<file path="src/rtl/adc_link_cfg.svh">
// Overview of operation
// - Special read: one strobe, both results, single-output modes
// - Special manual read drives both outputs
// - Special automatic read: both results on first
// - No special read in dual-output modes
// - Manual dual: pseudo-differential via channel bits
// - Manual single pseudo-diff: second output floats
// - No pseudo-differential in automatic cycling
// - Host writes DAC: command, then value
// - DAC readback: zeros, value, zeros on first
// - Readback ignores input, second keeps B data
// - DAC value starts at 3ff
// - Sleep modes begin at twelfth falling edge
// - Sleep ends on clear; command unchanged
// - Deep or light sleep aborts conversion
// - Deep: entry within 2us, wake 1us
// - Light: bias off 200ns, resume 3 clocks
// - Auto sleep: trigger wakes, 19 clock cycle
// - Reset command resets all, 500ns recovery
// - Static input selects channel pair, legacy
// - Host holds input static in legacy cycling; adc_host shifts out the command word instead
// - Mode pins pick selection and outputs
// - Command features apply at twelfth clock
`ifndef ADC_LINK_CFG_SVH
`define ADC_LINK_CFG_SVH

`define CLK_MHZ        100
`define CYC_UP(ns)     (((ns) * `CLK_MHZ + 999) / 1000)
`define CYC_DN(ns)     (((ns) * `CLK_MHZ) / 1000)

`define CMD_BITS       12
`define WORD_BITS      16
`define FRAME_BITS     32
`define RES_BITS       12
`define DAC_BITS       10
`define DAC_RESET      10'h3ff

`define CMD_C          11:10
`define CMD_PSEUDO     11
`define CMD_PAIR       10
`define CMD_P          9:8
`define CMD_DP         7
`define CMD_NAP        6
`define CMD_AN         5
`define CMD_RP         4
`define CMD_S4         3
`define CMD_A          2:0
`define CMD_DAC        9:0

`define UPD_CODE       2'h1
`define ACT_DAC_WR     3'h1
`define ACT_DAC_RD     3'h3
`define ACT_RESET      3'h5

`define APPLY_EDGE     6'h0b
`define LEGACY_EDGES   3'h4
`define CONV_EDGES     5'h10
`define AUTONAP_DELAY  5'h06
`define AUTONAP_CYCLE  5'h13
`define LIGHT_RESUME   2'h3

`define DEEP_ENTRY_NS  2000
`define DEEP_WAKE_NS   1000
`define LIGHT_OFF_NS   200
`define RESET_NS       500

`define HREG_CTRL      2'h0
`define HREG_CMD       2'h1
`define HREG_RXA       2'h2
`define HREG_RXB       2'h3
`define HCMD_LONG      12
`define HCTRL_BUSY     8

`endif

</file>
<file path="src/rtl/adc_link_pkg.sv">
package adc_link_pkg;
    typedef enum logic [3:0] {
        PWR_RUN   = 4'h1,
        PWR_DEEP  = 4'h2,
        PWR_LIGHT = 4'h4,
        PWR_WAKE  = 4'h8
    } pwr_state_e;
    typedef enum logic [2:0] {
        CV_IDLE  = 3'h1,
        CV_DELAY = 3'h2,
        CV_RUN   = 3'h4
    } conv_state_e;
    typedef enum logic [2:0] {
        H_IDLE   = 3'h1,
        H_STROBE = 3'h2,
        H_SHIFT  = 3'h4
    } host_state_e;
endpackage

</file>
<file path="src/rtl/adc_link_if.sv">
`timescale 1ns/100ps
interface adc_link_if;
    logic link_clk;
    logic conversion_trigger;
    logic read_strobe;
    logic serial_command_input;
    logic channel_auto_select_pin;
    logic single_output_select_pin;
    logic serial_out_first;
    logic serial_out_first_oe;
    logic serial_out_second;
    logic serial_out_second_oe;
    modport device (
        input  link_clk, conversion_trigger, read_strobe, serial_command_input,
        input  channel_auto_select_pin, single_output_select_pin,
        output serial_out_first, serial_out_first_oe,
        output serial_out_second, serial_out_second_oe
    );
    modport host (
        output link_clk, conversion_trigger, read_strobe, serial_command_input,
        output channel_auto_select_pin, single_output_select_pin,
        input  serial_out_first, serial_out_first_oe,
        input  serial_out_second, serial_out_second_oe
    );
endinterface

</file>
<file path="src/rtl/adc_dev.sv">
// The placing of the registers and the plain strobed port were chosen for this implementation.
`timescale 1ns/100ps
`include "adc_link_cfg.svh"
module adc_dev
    import adc_link_pkg::*;
(
    // Clock and reset
    input  wire logic                 clk_i,
    input  wire logic                 rst_b_i,
    // Link
    adc_link_if.device                link,
    // Converter core
    input  wire logic [`RES_BITS-1:0] result_a_i,
    input  wire logic [`RES_BITS-1:0] result_b_i,
    output logic                      conv_start_o,
    output logic                      channel_pair_o,
    output logic                      pseudo_diff_o,
    output logic                      bias_on_o,
    output logic                      deep_sleep_flag_o,
    output logic                      ref_off_o,
    output logic [`DAC_BITS-1:0]      dac_value_o
);
    localparam int RST_CYC   = `CYC_UP(`RESET_NS);
    localparam int DEEP_CYC  = `CYC_DN(`DEEP_ENTRY_NS);
    localparam int WAKE_CYC  = `CYC_UP(`DEEP_WAKE_NS);
    localparam int LIGHT_CYC = `CYC_DN(`LIGHT_OFF_NS);

    logic [1:0] s_clk, s_trg, s_rd, s_sdi, s_m0, s_m1;
    logic       clk_d, trg_d, rd_d;
    logic       fall, trg_rise, rd_rise, alive, apply;
    logic [`CMD_BITS-1:0] next_cmd, cmd_sh;
    logic [5:0] acc_cnt;
    logic       acc_on, wr_acc, rd_acc, wr_pend, rd_pend;
    logic [1:0] cmd_c;
    logic       deep_sleep_flag, nap, auto_sleep_after_conversion, rp;
    logic       special_dual_read_enable;
    logic [`DAC_BITS-1:0] dac;
    logic [7:0] rst_cnt;
    logic       in_reset;
    pwr_state_e pwr;
    logic [7:0] pwr_cnt;
    logic       wake_link, asleep;
    conv_state_e cv;
    logic [4:0] cv_cnt, cv_len;
    logic       auto_pair, pair, pseudo;
    logic [2:0] leg_cnt;
    logic       leg_lvl, leg_ok;
    logic [`RES_BITS-1:0] res_a, res_b;
    logic       tag_a;
    logic       next_b;
    logic [`FRAME_BITS-1:0] sh_a, sh_b;
    logic       oe_a, oe_b;

    function automatic logic [`WORD_BITS-1:0] fmt(input logic adc, input logic ch,
                                                  input logic [`RES_BITS-1:0] r);
        fmt = {ch & s_m0[1], adc & s_m1[1], r, 2'h0};
    endfunction

    // Every link input crosses into clk_i before use
    always_ff @(posedge clk_i) begin
        s_clk <= {s_clk[0], link.link_clk};
        s_trg <= {s_trg[0], link.conversion_trigger};
        s_rd  <= {s_rd[0], link.read_strobe};
        s_sdi <= {s_sdi[0], link.serial_command_input};
        s_m0  <= {s_m0[0], link.channel_auto_select_pin};
        s_m1  <= {s_m1[0], link.single_output_select_pin};
        clk_d <= s_clk[1];
        trg_d <= s_trg[1];
        rd_d  <= s_rd[1];
    end

    assign fall     = clk_d & ~s_clk[1];
    assign trg_rise = ~trg_d & s_trg[1];
    assign rd_rise  = ~rd_d & s_rd[1];
    assign alive    = rst_b_i & ~in_reset;
    assign next_cmd = {cmd_sh[`CMD_BITS-2:0], s_sdi[1]};
    assign apply    = fall & acc_on & (acc_cnt == `APPLY_EDGE);

    // Command-driven reset holds everything, the serial port included
    always_ff @(posedge clk_i) begin
        if (!rst_b_i) begin
            in_reset <= 1'b0;
            rst_cnt  <= 8'h0;
        end else if (in_reset) begin
            rst_cnt <= rst_cnt - 8'h1;
            if (rst_cnt == 8'h1) begin
                in_reset <= 1'b0;
            end
        end else if (apply && !wr_acc && !rd_acc && next_cmd[`CMD_A] == `ACT_RESET) begin
            in_reset <= 1'b1;
            rst_cnt  <= 8'(RST_CYC);
        end
    end

    // Access framing and command shift
    always_ff @(posedge clk_i) begin
        if (!alive) begin
            acc_on  <= 1'b0;
            acc_cnt <= 6'h0;
            cmd_sh  <= '0;
        end else if (rd_rise) begin
            acc_on  <= 1'b1;
            acc_cnt <= 6'h0;
        end else if (fall && acc_on) begin
            cmd_sh  <= next_cmd;
            acc_cnt <= acc_cnt + 6'h1;
            if (acc_cnt == 6'(`FRAME_BITS - 1)) begin
                acc_on <= 1'b0;
            end
        end
    end

    // Feature bits and the reference DAC
    always_ff @(posedge clk_i) begin
        if (!alive) begin
            cmd_c                       <= 2'h0;
            deep_sleep_flag             <= 1'b0;
            nap                         <= 1'b0;
            auto_sleep_after_conversion <= 1'b0;
            rp                          <= 1'b0;
            special_dual_read_enable    <= 1'b0;
            dac                         <= `DAC_RESET;
            wr_pend <= 1'b0;
            rd_pend <= 1'b0;
            wr_acc  <= 1'b0;
            rd_acc  <= 1'b0;
        end else if (rd_rise) begin
            wr_acc  <= wr_pend;
            rd_acc  <= rd_pend;
            wr_pend <= 1'b0;
            rd_pend <= 1'b0;
        end else if (apply && wr_acc) begin
            dac <= next_cmd[`CMD_DAC];
        end else if (apply && !rd_acc) begin
            cmd_c <= next_cmd[`CMD_C];
            if (next_cmd[`CMD_P] == `UPD_CODE) begin
                deep_sleep_flag             <= next_cmd[`CMD_DP];
                nap                         <= next_cmd[`CMD_NAP];
                auto_sleep_after_conversion <= next_cmd[`CMD_AN];
                rp                          <= next_cmd[`CMD_RP];
                special_dual_read_enable    <= next_cmd[`CMD_S4];
                wr_pend <= next_cmd[`CMD_A] == `ACT_DAC_WR;
                rd_pend <= next_cmd[`CMD_A] == `ACT_DAC_RD;
            end
        end
    end

    // Power-down sequencing
    always_ff @(posedge clk_i) begin
        if (!alive) begin
            pwr       <= PWR_RUN;
            pwr_cnt   <= 8'h0;
            wake_link <= 1'b0;
            bias_on_o <= 1'b1;
        end else begin
            case (pwr)
                PWR_RUN: begin
                    bias_on_o <= ~asleep;
                    if (deep_sleep_flag) begin
                        pwr     <= PWR_DEEP;
                        pwr_cnt <= 8'(DEEP_CYC);
                    end else if (nap) begin
                        pwr     <= PWR_LIGHT;
                        pwr_cnt <= 8'(LIGHT_CYC);
                    end
                end
                PWR_DEEP, PWR_LIGHT: begin
                    if (pwr_cnt > 8'h1) begin
                        pwr_cnt <= pwr_cnt - 8'h1;
                    end else begin
                        bias_on_o <= 1'b0;
                    end
                    if ((pwr == PWR_DEEP) ? !deep_sleep_flag : !nap) begin
                        pwr       <= PWR_WAKE;
                        wake_link <= pwr == PWR_LIGHT;
                        pwr_cnt   <= (pwr == PWR_LIGHT) ? 8'(`LIGHT_RESUME) : 8'(WAKE_CYC);
                    end
                end
                PWR_WAKE: begin
                    // Light sleep counts link clocks, deep sleep counts time
                    if (!wake_link || fall) begin
                        pwr_cnt <= pwr_cnt - 8'h1;
                        if (pwr_cnt == 8'h1) begin
                            pwr       <= PWR_RUN;
                            bias_on_o <= 1'b1;
                        end
                    end
                end
                default: pwr <= PWR_RUN;
            endcase
        end
    end

    // Conversion sequencing
    always_ff @(posedge clk_i) begin
        if (!alive) begin
            cv           <= CV_IDLE;
            cv_cnt       <= 5'h0;
            cv_len       <= `CONV_EDGES;
            asleep       <= 1'b0;
            auto_pair    <= 1'b0;
            pair         <= 1'b0;
            pseudo       <= 1'b0;
            res_a        <= '0;
            res_b        <= '0;
            tag_a        <= 1'b0;
            conv_start_o <= 1'b0;
        end else begin
            conv_start_o <= 1'b0;
            case (cv)
                CV_IDLE: begin
                    if (trg_rise && pwr == PWR_RUN) begin
                        cv     <= asleep ? CV_DELAY : CV_RUN;
                        cv_len <= asleep ? `AUTONAP_CYCLE - `AUTONAP_DELAY : `CONV_EDGES;
                        cv_cnt <= 5'h0;
                        asleep <= 1'b0;
                        conv_start_o <= ~asleep;
                        pair   <= s_m0[1] ? auto_pair : cmd_c[0];
                        pseudo <= ~s_m0[1] & cmd_c[1];
                    end
                end
                CV_DELAY: begin
                    if (fall) begin
                        cv_cnt <= cv_cnt + 5'h1;
                        if (cv_cnt == `AUTONAP_DELAY - 5'h1) begin
                            cv           <= CV_RUN;
                            cv_cnt       <= 5'h0;
                            conv_start_o <= 1'b1;
                        end
                    end
                end
                CV_RUN: begin
                    // The fourth edge's own sample must match as well
                    if (!s_m0[1] && leg_ok && s_sdi[1] == leg_lvl && fall
                        && leg_cnt == `LEGACY_EDGES - 3'h1) begin
                        pair   <= leg_lvl;
                        pseudo <= 1'b0;
                    end
                    if (fall) begin
                        cv_cnt <= cv_cnt + 5'h1;
                        if (cv_cnt == cv_len - 5'h1) begin
                            cv        <= CV_IDLE;
                            res_a     <= result_a_i;
                            res_b     <= result_b_i;
                            tag_a     <= pair;
                            asleep    <= auto_sleep_after_conversion;
                            auto_pair <= s_m0[1] ? ~auto_pair : auto_pair;
                        end
                    end
                end
                default: cv <= CV_IDLE;
            endcase
            if (deep_sleep_flag || nap) begin
                cv <= CV_IDLE;
            end
        end
    end

    // Legacy pair selection watches the first edges after the trigger
    always_ff @(posedge clk_i) begin
        if (!alive) begin
            leg_cnt <= 3'h0;
            leg_lvl <= 1'b0;
            leg_ok  <= 1'b0;
        end else if (trg_rise) begin
            leg_cnt <= 3'h0;
            leg_lvl <= s_sdi[1];
            leg_ok  <= 1'b1;
        end else if (fall && leg_cnt != `LEGACY_EDGES) begin
            leg_cnt <= leg_cnt + 3'h1;
            if (s_sdi[1] != leg_lvl) begin
                leg_ok <= 1'b0;
            end
        end
    end

    // Readout shift registers
    always_ff @(posedge clk_i) begin
        if (!alive) begin
            sh_a   <= '0;
            sh_b   <= '0;
            oe_a   <= 1'b0;
            oe_b   <= 1'b0;
            next_b <= 1'b0;
        end else if (rd_rise) begin
            oe_a <= 1'b1;
            sh_b <= {fmt(1'b1, tag_a, res_b), 16'h0};
            if (rd_pend) begin
                sh_a <= {4'h0, dac, 2'h0, 16'h0};
                oe_b <= ~s_m1[1];
            end else if (!s_m1[1]) begin
                sh_a <= {fmt(1'b0, tag_a, res_a), 16'h0};
                oe_b <= 1'b1;
            end else if (special_dual_read_enable) begin
                sh_a <= {fmt(1'b0, tag_a, res_a), fmt(1'b1, tag_a, res_b)};
                oe_b <= ~s_m0[1];
            end else begin
                sh_a   <= {next_b ? fmt(1'b1, tag_a, res_b) : fmt(1'b0, tag_a, res_a), 16'h0};
                next_b <= ~next_b;
                oe_b   <= 1'b0;
            end
        end else if (fall && acc_on) begin
            sh_a <= {sh_a[`FRAME_BITS-2:0], 1'b0};
            sh_b <= {sh_b[`FRAME_BITS-2:0], 1'b0};
            if (acc_cnt == 6'(`FRAME_BITS - 1)) begin
                oe_a <= 1'b0;
                oe_b <= 1'b0;
            end
        end
    end

    // Core-facing copies
    always_ff @(posedge clk_i) begin
        if (!alive) begin
            channel_pair_o    <= 1'b0;
            pseudo_diff_o     <= 1'b0;
            deep_sleep_flag_o <= 1'b0;
            ref_off_o         <= 1'b0;
            dac_value_o       <= `DAC_RESET;
        end else begin
            channel_pair_o    <= pair;
            pseudo_diff_o     <= pseudo;
            deep_sleep_flag_o <= pwr == PWR_DEEP;
            ref_off_o         <= rp;
            dac_value_o       <= dac;
        end
    end

    assign link.serial_out_first     = sh_a[`FRAME_BITS-1];
    assign link.serial_out_first_oe  = oe_a;
    assign link.serial_out_second    = sh_b[`FRAME_BITS-1];
    assign link.serial_out_second_oe = oe_b;
endmodule

</file>
<file path="src/flat_wrapper.sv">
// flat-port wrapper written by rule: the top's interface ports become plain ports
module adc_dev_flat import adc_link_pkg::*;
  (clk_i, rst_b_i, result_a_i, result_b_i, conv_start_o, channel_pair_o, pseudo_diff_o, bias_on_o, deep_sleep_flag_o, ref_off_o, dac_value_o, link_link_clk, link_conversion_trigger, link_read_strobe, link_serial_command_input, link_channel_auto_select_pin, link_single_output_select_pin, link_serial_out_first, link_serial_out_first_oe, link_serial_out_second, link_serial_out_second_oe);
  adc_link_if link_i ();
  input  wire logic clk_i;
  input  wire logic rst_b_i;
  input  wire logic [`RES_BITS-1:0] result_a_i;
  input  wire logic [`RES_BITS-1:0] result_b_i;
  output logic conv_start_o;
  output logic channel_pair_o;
  output logic pseudo_diff_o;
  output logic bias_on_o;
  output logic deep_sleep_flag_o;
  output logic ref_off_o;
  output logic [`DAC_BITS-1:0] dac_value_o;
  input wire logic [$bits(link_i.link_clk)-1:0] link_link_clk;
  input wire logic [$bits(link_i.conversion_trigger)-1:0] link_conversion_trigger;
  input wire logic [$bits(link_i.read_strobe)-1:0] link_read_strobe;
  input wire logic [$bits(link_i.serial_command_input)-1:0] link_serial_command_input;
  input wire logic [$bits(link_i.channel_auto_select_pin)-1:0] link_channel_auto_select_pin;
  input wire logic [$bits(link_i.single_output_select_pin)-1:0] link_single_output_select_pin;
  output wire logic [$bits(link_i.serial_out_first)-1:0] link_serial_out_first;
  output wire logic [$bits(link_i.serial_out_first_oe)-1:0] link_serial_out_first_oe;
  output wire logic [$bits(link_i.serial_out_second)-1:0] link_serial_out_second;
  output wire logic [$bits(link_i.serial_out_second_oe)-1:0] link_serial_out_second_oe;
  assign link_i.link_clk = link_link_clk;
  assign link_i.conversion_trigger = link_conversion_trigger;
  assign link_i.read_strobe = link_read_strobe;
  assign link_i.serial_command_input = link_serial_command_input;
  assign link_i.channel_auto_select_pin = link_channel_auto_select_pin;
  assign link_i.single_output_select_pin = link_single_output_select_pin;
  assign link_serial_out_first = link_i.serial_out_first;
  assign link_serial_out_first_oe = link_i.serial_out_first_oe;
  assign link_serial_out_second = link_i.serial_out_second;
  assign link_serial_out_second_oe = link_i.serial_out_second_oe;
  adc_dev u_core (.clk_i(clk_i), .rst_b_i(rst_b_i), .link(link_i), .result_a_i(result_a_i), .result_b_i(result_b_i), .conv_start_o(conv_start_o), .channel_pair_o(channel_pair_o), .pseudo_diff_o(pseudo_diff_o), .bias_on_o(bias_on_o), .deep_sleep_flag_o(deep_sleep_flag_o), .ref_off_o(ref_off_o), .dac_value_o(dac_value_o));
endmodule
</file>
<file path="config.mk">
export PLATFORM = sky130hd
export DESIGN_NAME = adc_dev_flat
export DESIGN_NICKNAME = d
export VERILOG_FILES = /design/src/rtl/adc_link_pkg.sv /design/src/rtl/adc_link_if.sv /design/src/rtl/adc_dev.sv /design/src/flat_wrapper.sv
export VERILOG_INCLUDE_DIRS = /design/src /design/src/rtl
export SDC_FILE = /design/constraint.sdc
export NUM_CORES = 1
export LEC_CHECK = 0
export BUFFER_PORTS_ARGS = -buffer_cell sky130_fd_sc_hd__buf_4
export CORE_MARGIN = 5
export CORE_UTILIZATION = 55
export CTS_BUF_LIST = sky130_fd_sc_hd__clkbuf_4
export DETAILED_ROUTE_END_ITERATION = 6
export GPL_TIMING_DRIVEN = 0
export MAX_ROUTING_LAYER = met4
export PLACE_DENSITY = 0.76
export SETUP_SLACK_MARGIN = 0.5
export SLEW_MARGIN = 15
export SYNTH_ARGS = -nofsm -noshare
export SYNTH_HDL_FRONTEND = slang
export SYNTH_SLANG_ARGS = --single-unit
export TNS_END_PERCENT = 20
</file>
<file path="constraint.sdc">
create_clock -name clk_i -period 2.8 [get_ports clk_i]
set_clock_uncertainty 0.05 [all_clocks]
set_input_delay 0.14 -clock clk_i [delete_from_list [all_inputs] [get_ports clk_i]]
set_output_delay 0.14 -clock clk_i [all_outputs]
set_load 0.01 [all_outputs]
</file>
==> reports/summary.txt, run 1 <==
routability cong. -> 0.878
Arrival @ worst endpoint -> 2780 ps
CTS root buffer -> clkbuf_4
internal power -> 3.55 mW
Post-Syn Area -> 7620 um2
Final min period -> 2330 ps
Power Dens Cells -> 575 nW/um2
Sink Count -> 182
Post-DRT Antenna Nets -> 0
depth of the worst register-to-register path -> 6
max cap viols -> 0
Critical Path Start -> u_core.acc_on
buffers added on ports -> 50
drt pass-1 iters -> 6
Hold WS -> 124 ps
Via density -> 5.67
worst-margin pin slew -> 744 ps
cell taking the most area after synthesis -> dfxtp_1
Reg-to-Reg Start -> u_core.acc_on
worst hold path class -> input port to register
layout cell share with drive strength beyond 1 -> 10.6%
Total GRT Usage -> 24.3%
Area Overhead vs Synth -> 15.7%
Initial Util -> 55.6%
status -> completed
Critical Path RT -> 3250 ps
crit path to -> u_core.rst_cnt[7]
die height -> 128 um
RSZ-0062 raised after global routing -> yes
yosys warns -> 0
startpoint class of the critical path -> register
core area -> 13,700 um2
Seq cells post-synth -> 182
Clock Path Buffers -> 2
clock share of power -> 27.0%
Cells after Synth -> 867
Fin. Hold Viols -> 0
P_sw -> 1.52 mW
global route total overflow -> 0
setup TNS -> 0 ps
CTS buffer count -> 17
Die ar. -> 16,300 um2
Nets -> 1,010
Ports -> 52
Filler Cells Inserted -> 1,179
CTS H-tree lvls -> 4
Worst R2R End -> u_core.rst_cnt[7]
worst vdd ir -> 0.000536 V
initial antenna violation count -> 1
fmax -> 430 MHz
Avg WL per Cell -> 16.2 um
Iteration-0 DRC Markers -> 616
worst rel slew slack -> 50.0%
first-pass GRT wire length -> 30,800 um
num rows -> 43
Synth area leaders -> dfxtp_1 (48%), nand2_1 (6.4%), mux2i_1 (5.6%)
Syn Area/Cell -> 8.79 um2
largest net degree at the start of global routing -> 17
CTS tree -> yes
residual DRC count -> 0
vias in the first global route -> 5,997
P_leak -> 3.28 nW
library cells used by synthesis -> 64
Synthesized Nets -> 909
Logic pwr share -> 17.6%
switching portion of total power -> 30.0%
fin. max-slew vios -> 0
EDFF count, synth -> 0
Clk pin slew, worst setup/hold paths -> 150 ps
DP HPWL -> 13,200 um
r2r setup slk -> 470 ps
final setup fails -> 0
detailed-route via count -> 6,592
sequential share of the synthesized area -> 47.8%
Crit Path Max Fanout -> 10
width of the die -> 128 um
sequential power share -> 55.4%
ys flop type -> dfxtp_1
final WL -> 18,800 um
period utilisation layout -> 83.1%
Clock Latency Late Sink -> 620 ps
ys async rst share -> 0%
Critical Setup Path Class -> register to register
post-synth top area share -> 47.8%
CP Capture Type -> register
==> per-layer routing <==
layer	part of all wire (%)	vias to the layer above	track usage (%)
met1	48	3084	34.7
li1	-	3242	-
met3	6.2	42	4.17
met4	2.7	0	9.61
met5	0	-	-
met2	43	224	34.4
==> cell families (layout without fill, tap and decap cells) <==
group / count (synthesis) / in the layout / share of synthesized area (%)
buf+inv: 72 / 186 / 3.86
other cells: 0 / 2 / 0
mux: 49 / 49 / 6.53
fa+ha+maj: 10 / 10 / 1.64
simple gates: 352 / 352 / 22.5
xor+xnor: 17 / 17 / 1.95
flops: 182 / 182 / 47.8
compound gates: 185 / 185 / 15.7
==> state kept, by name, indices dropped and copies added, names as in the netlist, 3 cells and up <==
| signal | flops |
|---|---|
| u_core.pwr_cnt | 8 |
| u_core.cmd_sh | 11 |
| u_core.cv_cnt | 5 |
| u_core.dac | 10 |
| u_core.cv | 3 |
| u_core.pwr | 4 |
| u_core.rst_cnt | 8 |
| u_core.sh_a | 30 |
| u_core.leg_cnt | 3 |
| u_core.res_a | 12 |
| u_core.sh_b | 14 |
| u_core.res_b | 12 |
| u_core.dac_value_o | 10 |
| u_core.acc_cnt | 6 |
==> stage by stage <==
stage | setup WS [ps] | util [%] | instances | power [mW] | area (um2)
3_5_place_dp | 462 | 60.0 | 1097 | 3.69 | 8230
3_3_place_gp | 490 | 60.0 | 1097 | 3.68 | 8230
2_1_floorplan | 994 | - | 867 | 3.48 | 7620
4_1_cts | 473 | 64.1 | 1160 | 5.07 | 8790
5_1_grt | 356 | 64.3 | 1163 | 5.29 | 8820
6_report | 474 | 64.3 | 1163 | 5.08 | 8820
==> synthesized netlist by cell type, drive strengths merged (14+ instances only) <==
cell    instances
a211oi         17
a21oi          53
a311oi         22
buf            14
clkbuf         41
dfxtp         182
inv            17
mux2i          43
nand2         131
nand2b         21
nand3          27
nor2           94
nor3           21
o21ai          50
==> power groups by stage <==
stage          Clock, mW  Sequential (mW)  Combinational, mW
5_1_grt             1.49             2.83              0.974
3_3_place_gp           0             2.86              0.817
4_1_cts             1.39             2.81              0.870
2_1_floorplan          0             2.84              0.634
3_5_place_dp           0             2.86              0.827
6_report            1.37             2.81              0.891
==> cell usage in the layout (no fill, tap or decap), drive strengths merged, types with 6 or more instances in the layout <==
cell type    instances
xnor2               10
clkbuf              61
o21ai               50
nand3               27
mux2i               43
nand2              131
a311oi              22
ha                  10
dlygate4sd3         31
nor3b                8
mux2                 6
xor2                 7
a211oi              17
dfxtp              182
inv                 18
and2                 6
buf                 65
nand2b              21
nor2                94
nor3                21
a21oi               53
==> how the worst min path moves through the flow <==
stage                           end  slack [ps]                         start  cells past startpoint
floorplan           u_core.s_clk[0]         120                 link_link_clk                      0
global placement     u_core.s_m0[0]         190  link_channel_auto_select_pin                      1
detailed placement  u_core.s_clk[0]         200                 link_link_clk                      1
CTS                  u_core.s_m0[0]         110  link_channel_auto_select_pin                      2
global route        u_core.s_clk[0]         120                 link_link_clk                      2
finish               u_core.s_rd[0]         120              link_read_strobe                      2
==> layout make-up <==
type                            count  area (um2)  area share, %
Multi-Input combinational cell    613        3700           42.0
Sequential cell                   182        3640           41.3
Timing Repair Buffer               82         693           7.86
Buffer                             55         233           2.64
Tap cell                          180         225           2.55
Clock buffer                       20         150           1.70
Clock inverter                     12         106           1.21
Inverter                           17        63.8          0.723
Antenna cell                        2        5.00         0.0567
==> worst max-delay path, stage by stage (launching register included) <==
cell     delay (ps)
dfxtp_1         430
and3b_1         230
buf_2           250
nand4_1         450
nor3_2          510
nor3b_1         100
o21a_1          190
==> timing repair <==
| item | 4_1_cts | 5_1_grt |
|---|---|---|
| hold buffers | 31 | 0 |
| pin swaps | 0 | 1 |
| setup endpoints to repair | 15 | 47 |
| resized for setup | 1 | 4 |
| setup buffers | 0 | 1 |
| endpoints found under the hold margin | 39 | 0 |
Power figures use the tool's default switching activity.
==> run 2: changes to the inputs <==
- PLACE_DENSITY: 0.76 -> 0.78
- clock period: 2.8 -> 2.1 ns (I/O delays scaled with it)
==> reports/summary.txt, run 2 (synthesized netlist as in run 1, its figures left out) <==
Final min period -> 1890 ps (-439 ps)
Area Overhead vs Synth -> 28.0%
met1 WL -> 9200 um (+1.8%)
RSZ-0062 raised after global routing -> yes
initial antenna violation count -> 1 (unchanged)
Power Dens Cells -> 774 nW/um2 (+34%)
Crit Path Max Fanout -> 5 (-5)
largest net degree at the start of global routing -> 17 (unchanged)
max reg flops -> 30 (unchanged)
routability cong. -> 0.905 (+3.1%)
CTS buffer count -> 17 (unchanged)
Nets -> 1,052 (+4.2%)
layout cell share with drive strength beyond 1 -> 25.5% (+15 points)
Clock Path Buffers -> 2 (unchanged)
met2 WL post-DR -> 9800 um (+20%)
CTS H-tree lvls -> 4 (unchanged)
DP HPWL -> 13,300 um (+0.75%)
buffers added on ports -> 50 (unchanged)
leading cell types in the layout, fill and taps excluded -> dfxtp_1 (160), nand2_1 (127), buf_4 (95)
status -> completed
Sink Count -> 182 (unchanged)
max cap viols -> 0 (unchanged)
first-pass GRT wire length -> 32,500 um (+5.7%)
Top reg by flops -> u_core.sh_a
core area -> 13,700 um2 (unchanged)
internal power -> 5.27 mW (+48%)
Post-DRT Antenna Nets -> 0 (unchanged)
period utilisation layout -> 89.9% (+6.8 points)
fin. max-slew vios -> 0 (unchanged)
global route total overflow -> 0 (unchanged)
Iteration-0 DRC Markers -> 817 (+33%)
CTS root buffer -> clkbuf_4
worst-margin pin slew -> 678 ps (-65.8 ps)
P_sw -> 2.28 mW (+50%)
width of the die -> 128 um (unchanged)
detailed-route via count -> 7,131 (+8.2%)
DR top layer -> met4
worst hold path class -> input port to register
final setup fails -> 0 (unchanged)
Fin. Hold Viols -> 0 (unchanged)
CP Capture Type -> register
Arrival @ worst endpoint -> 2320 ps (-460 ps)
clock share of power -> 27.2% (+0.2 points)
residual DRC count -> 0 (unchanged)
commonest non-fill, non-tap cell in the layout -> dfxtp_1
num rows -> 43 (unchanged)
final WL -> 21,200 um (+12%)
DP Area -> 8280 um2 (+0.70%)
Initial Util -> 55.6% (unchanged)
Clock Latency Late Sink -> 620 ps (about the same)
switching portion of total power -> 30.3% (+0.28 points)
Critical Path RT -> 2530 ps (-720 ps)
Total GRT Usage -> 25.5% (+1.2 points)
Avg WL per Cell -> 17.6 um (+8.5%)
biggest regs -> u_core.sh_a (30), u_core.sh_b (14)
startpoint class of the critical path -> register
sequential power share -> 50.2% (-5.2 points)
final core occ -> 71.1% (+6.8 points)
drt pass-1 iters -> 5 (-1)
Via density -> 5.92 (+4.5%)
Met3 Routed Length -> 1620 um (+40%)
vias in the first global route -> 6,577 (+9.7%)
worst rel slew slack -> 54.8% (+4.8 points)
Critical Setup Path Class -> register to register
worst vdd ir -> 0.000796 V (+48%)
final instance area -> 9760 um2 (+11%)
Ports -> 52 (unchanged)
P_leak -> 3.74 nW (+14%)
die height -> 128 um (unchanged)
Die ar. -> 16,300 um2 (unchanged)
fmax -> 530 MHz (+23%)
CTS tree -> yes
Logic pwr share -> 22.6% (+5.0 points)
Clk pin slew, worst setup/hold paths -> 140 ps (about the same)
## run 2: cell type report
type	instances	area [um2]
Antenna cell	1	2.50
Buffer	55	397
Clock buffer	18	135
Clock inverter	14	159
Fill cell	984	3960
Inverter	17	63.8
Multi-Input combinational cell	613	4030
Sequential cell	182	3690
Tap cell	180	225
Timing Repair Buffer	124	1060
## run 2: final timing paths
kind                        to        startpoint  depth (start not counted)  slack, ps
min reg2reg    u_core.s_clk[1]   u_core.s_clk[0]                          0        290
max reg2reg  u_core.pwr_cnt[4]     u_core.pwr[2]                          7        210
min             u_core.s_rd[0]  link_read_strobe                          2         90
max          u_core.pwr_cnt[4]     u_core.pwr[2]                          7        210
## run 2: power groups by stage
stage,Sequential [mW],Clock (mW),Combinational [mW]
2_1_floorplan,3.80,0,0.882
3_3_place_gp,3.83,0,1.12
3_5_place_dp,3.83,0,1.14
4_1_cts,3.77,2.04,1.37
5_1_grt,3.81,2.22,1.83
6_report,3.79,2.05,1.71
## run 2: stage by stage
step                      setup TNS [ps]  power (mW)  worst slack, ps  hold WS (ps)  std cells
after detailed placement           -3740        4.97             -176           161       1097
final                                  0        7.55              212          85.1       1204
after global placement             -2970        4.94             -136           160       1097
after CTS                              0        7.19              270          70.4       1178
after global routing                   0        7.86              174          41.6       1204
after floorplan                        0        4.68              372          82.7        867
## run 2: repair_timing
item                       4_1_cts  5_1_grt
setup buffers                   17       21
hold buffers                    31        0
pin swaps                        6       17
cloned                           1        4
resized for setup               64      138
setup endpoints to repair      167      156
hold endpoints to repair        39        0
## run 2: routing by layer
| layer | track usage [%] | vias up |
|---|---|---|
| met5 | - | - |
| met4 | 10.5 | 0 |
| met3 | 6.58 | 57 |
| met2 | 37.7 | 343 |
| met1 | 33.3 | 3394 |
| li1 | - | 3337 |
## run 2: worst max-delay path, stage by stage, from the launching register on
cell	delay, ps
dfxtp_4	430
buf_6	150
and3b_1	190
o21a_4	240
a211o_1	310
buf_4	170
nor3_2	160
nor3_1	70
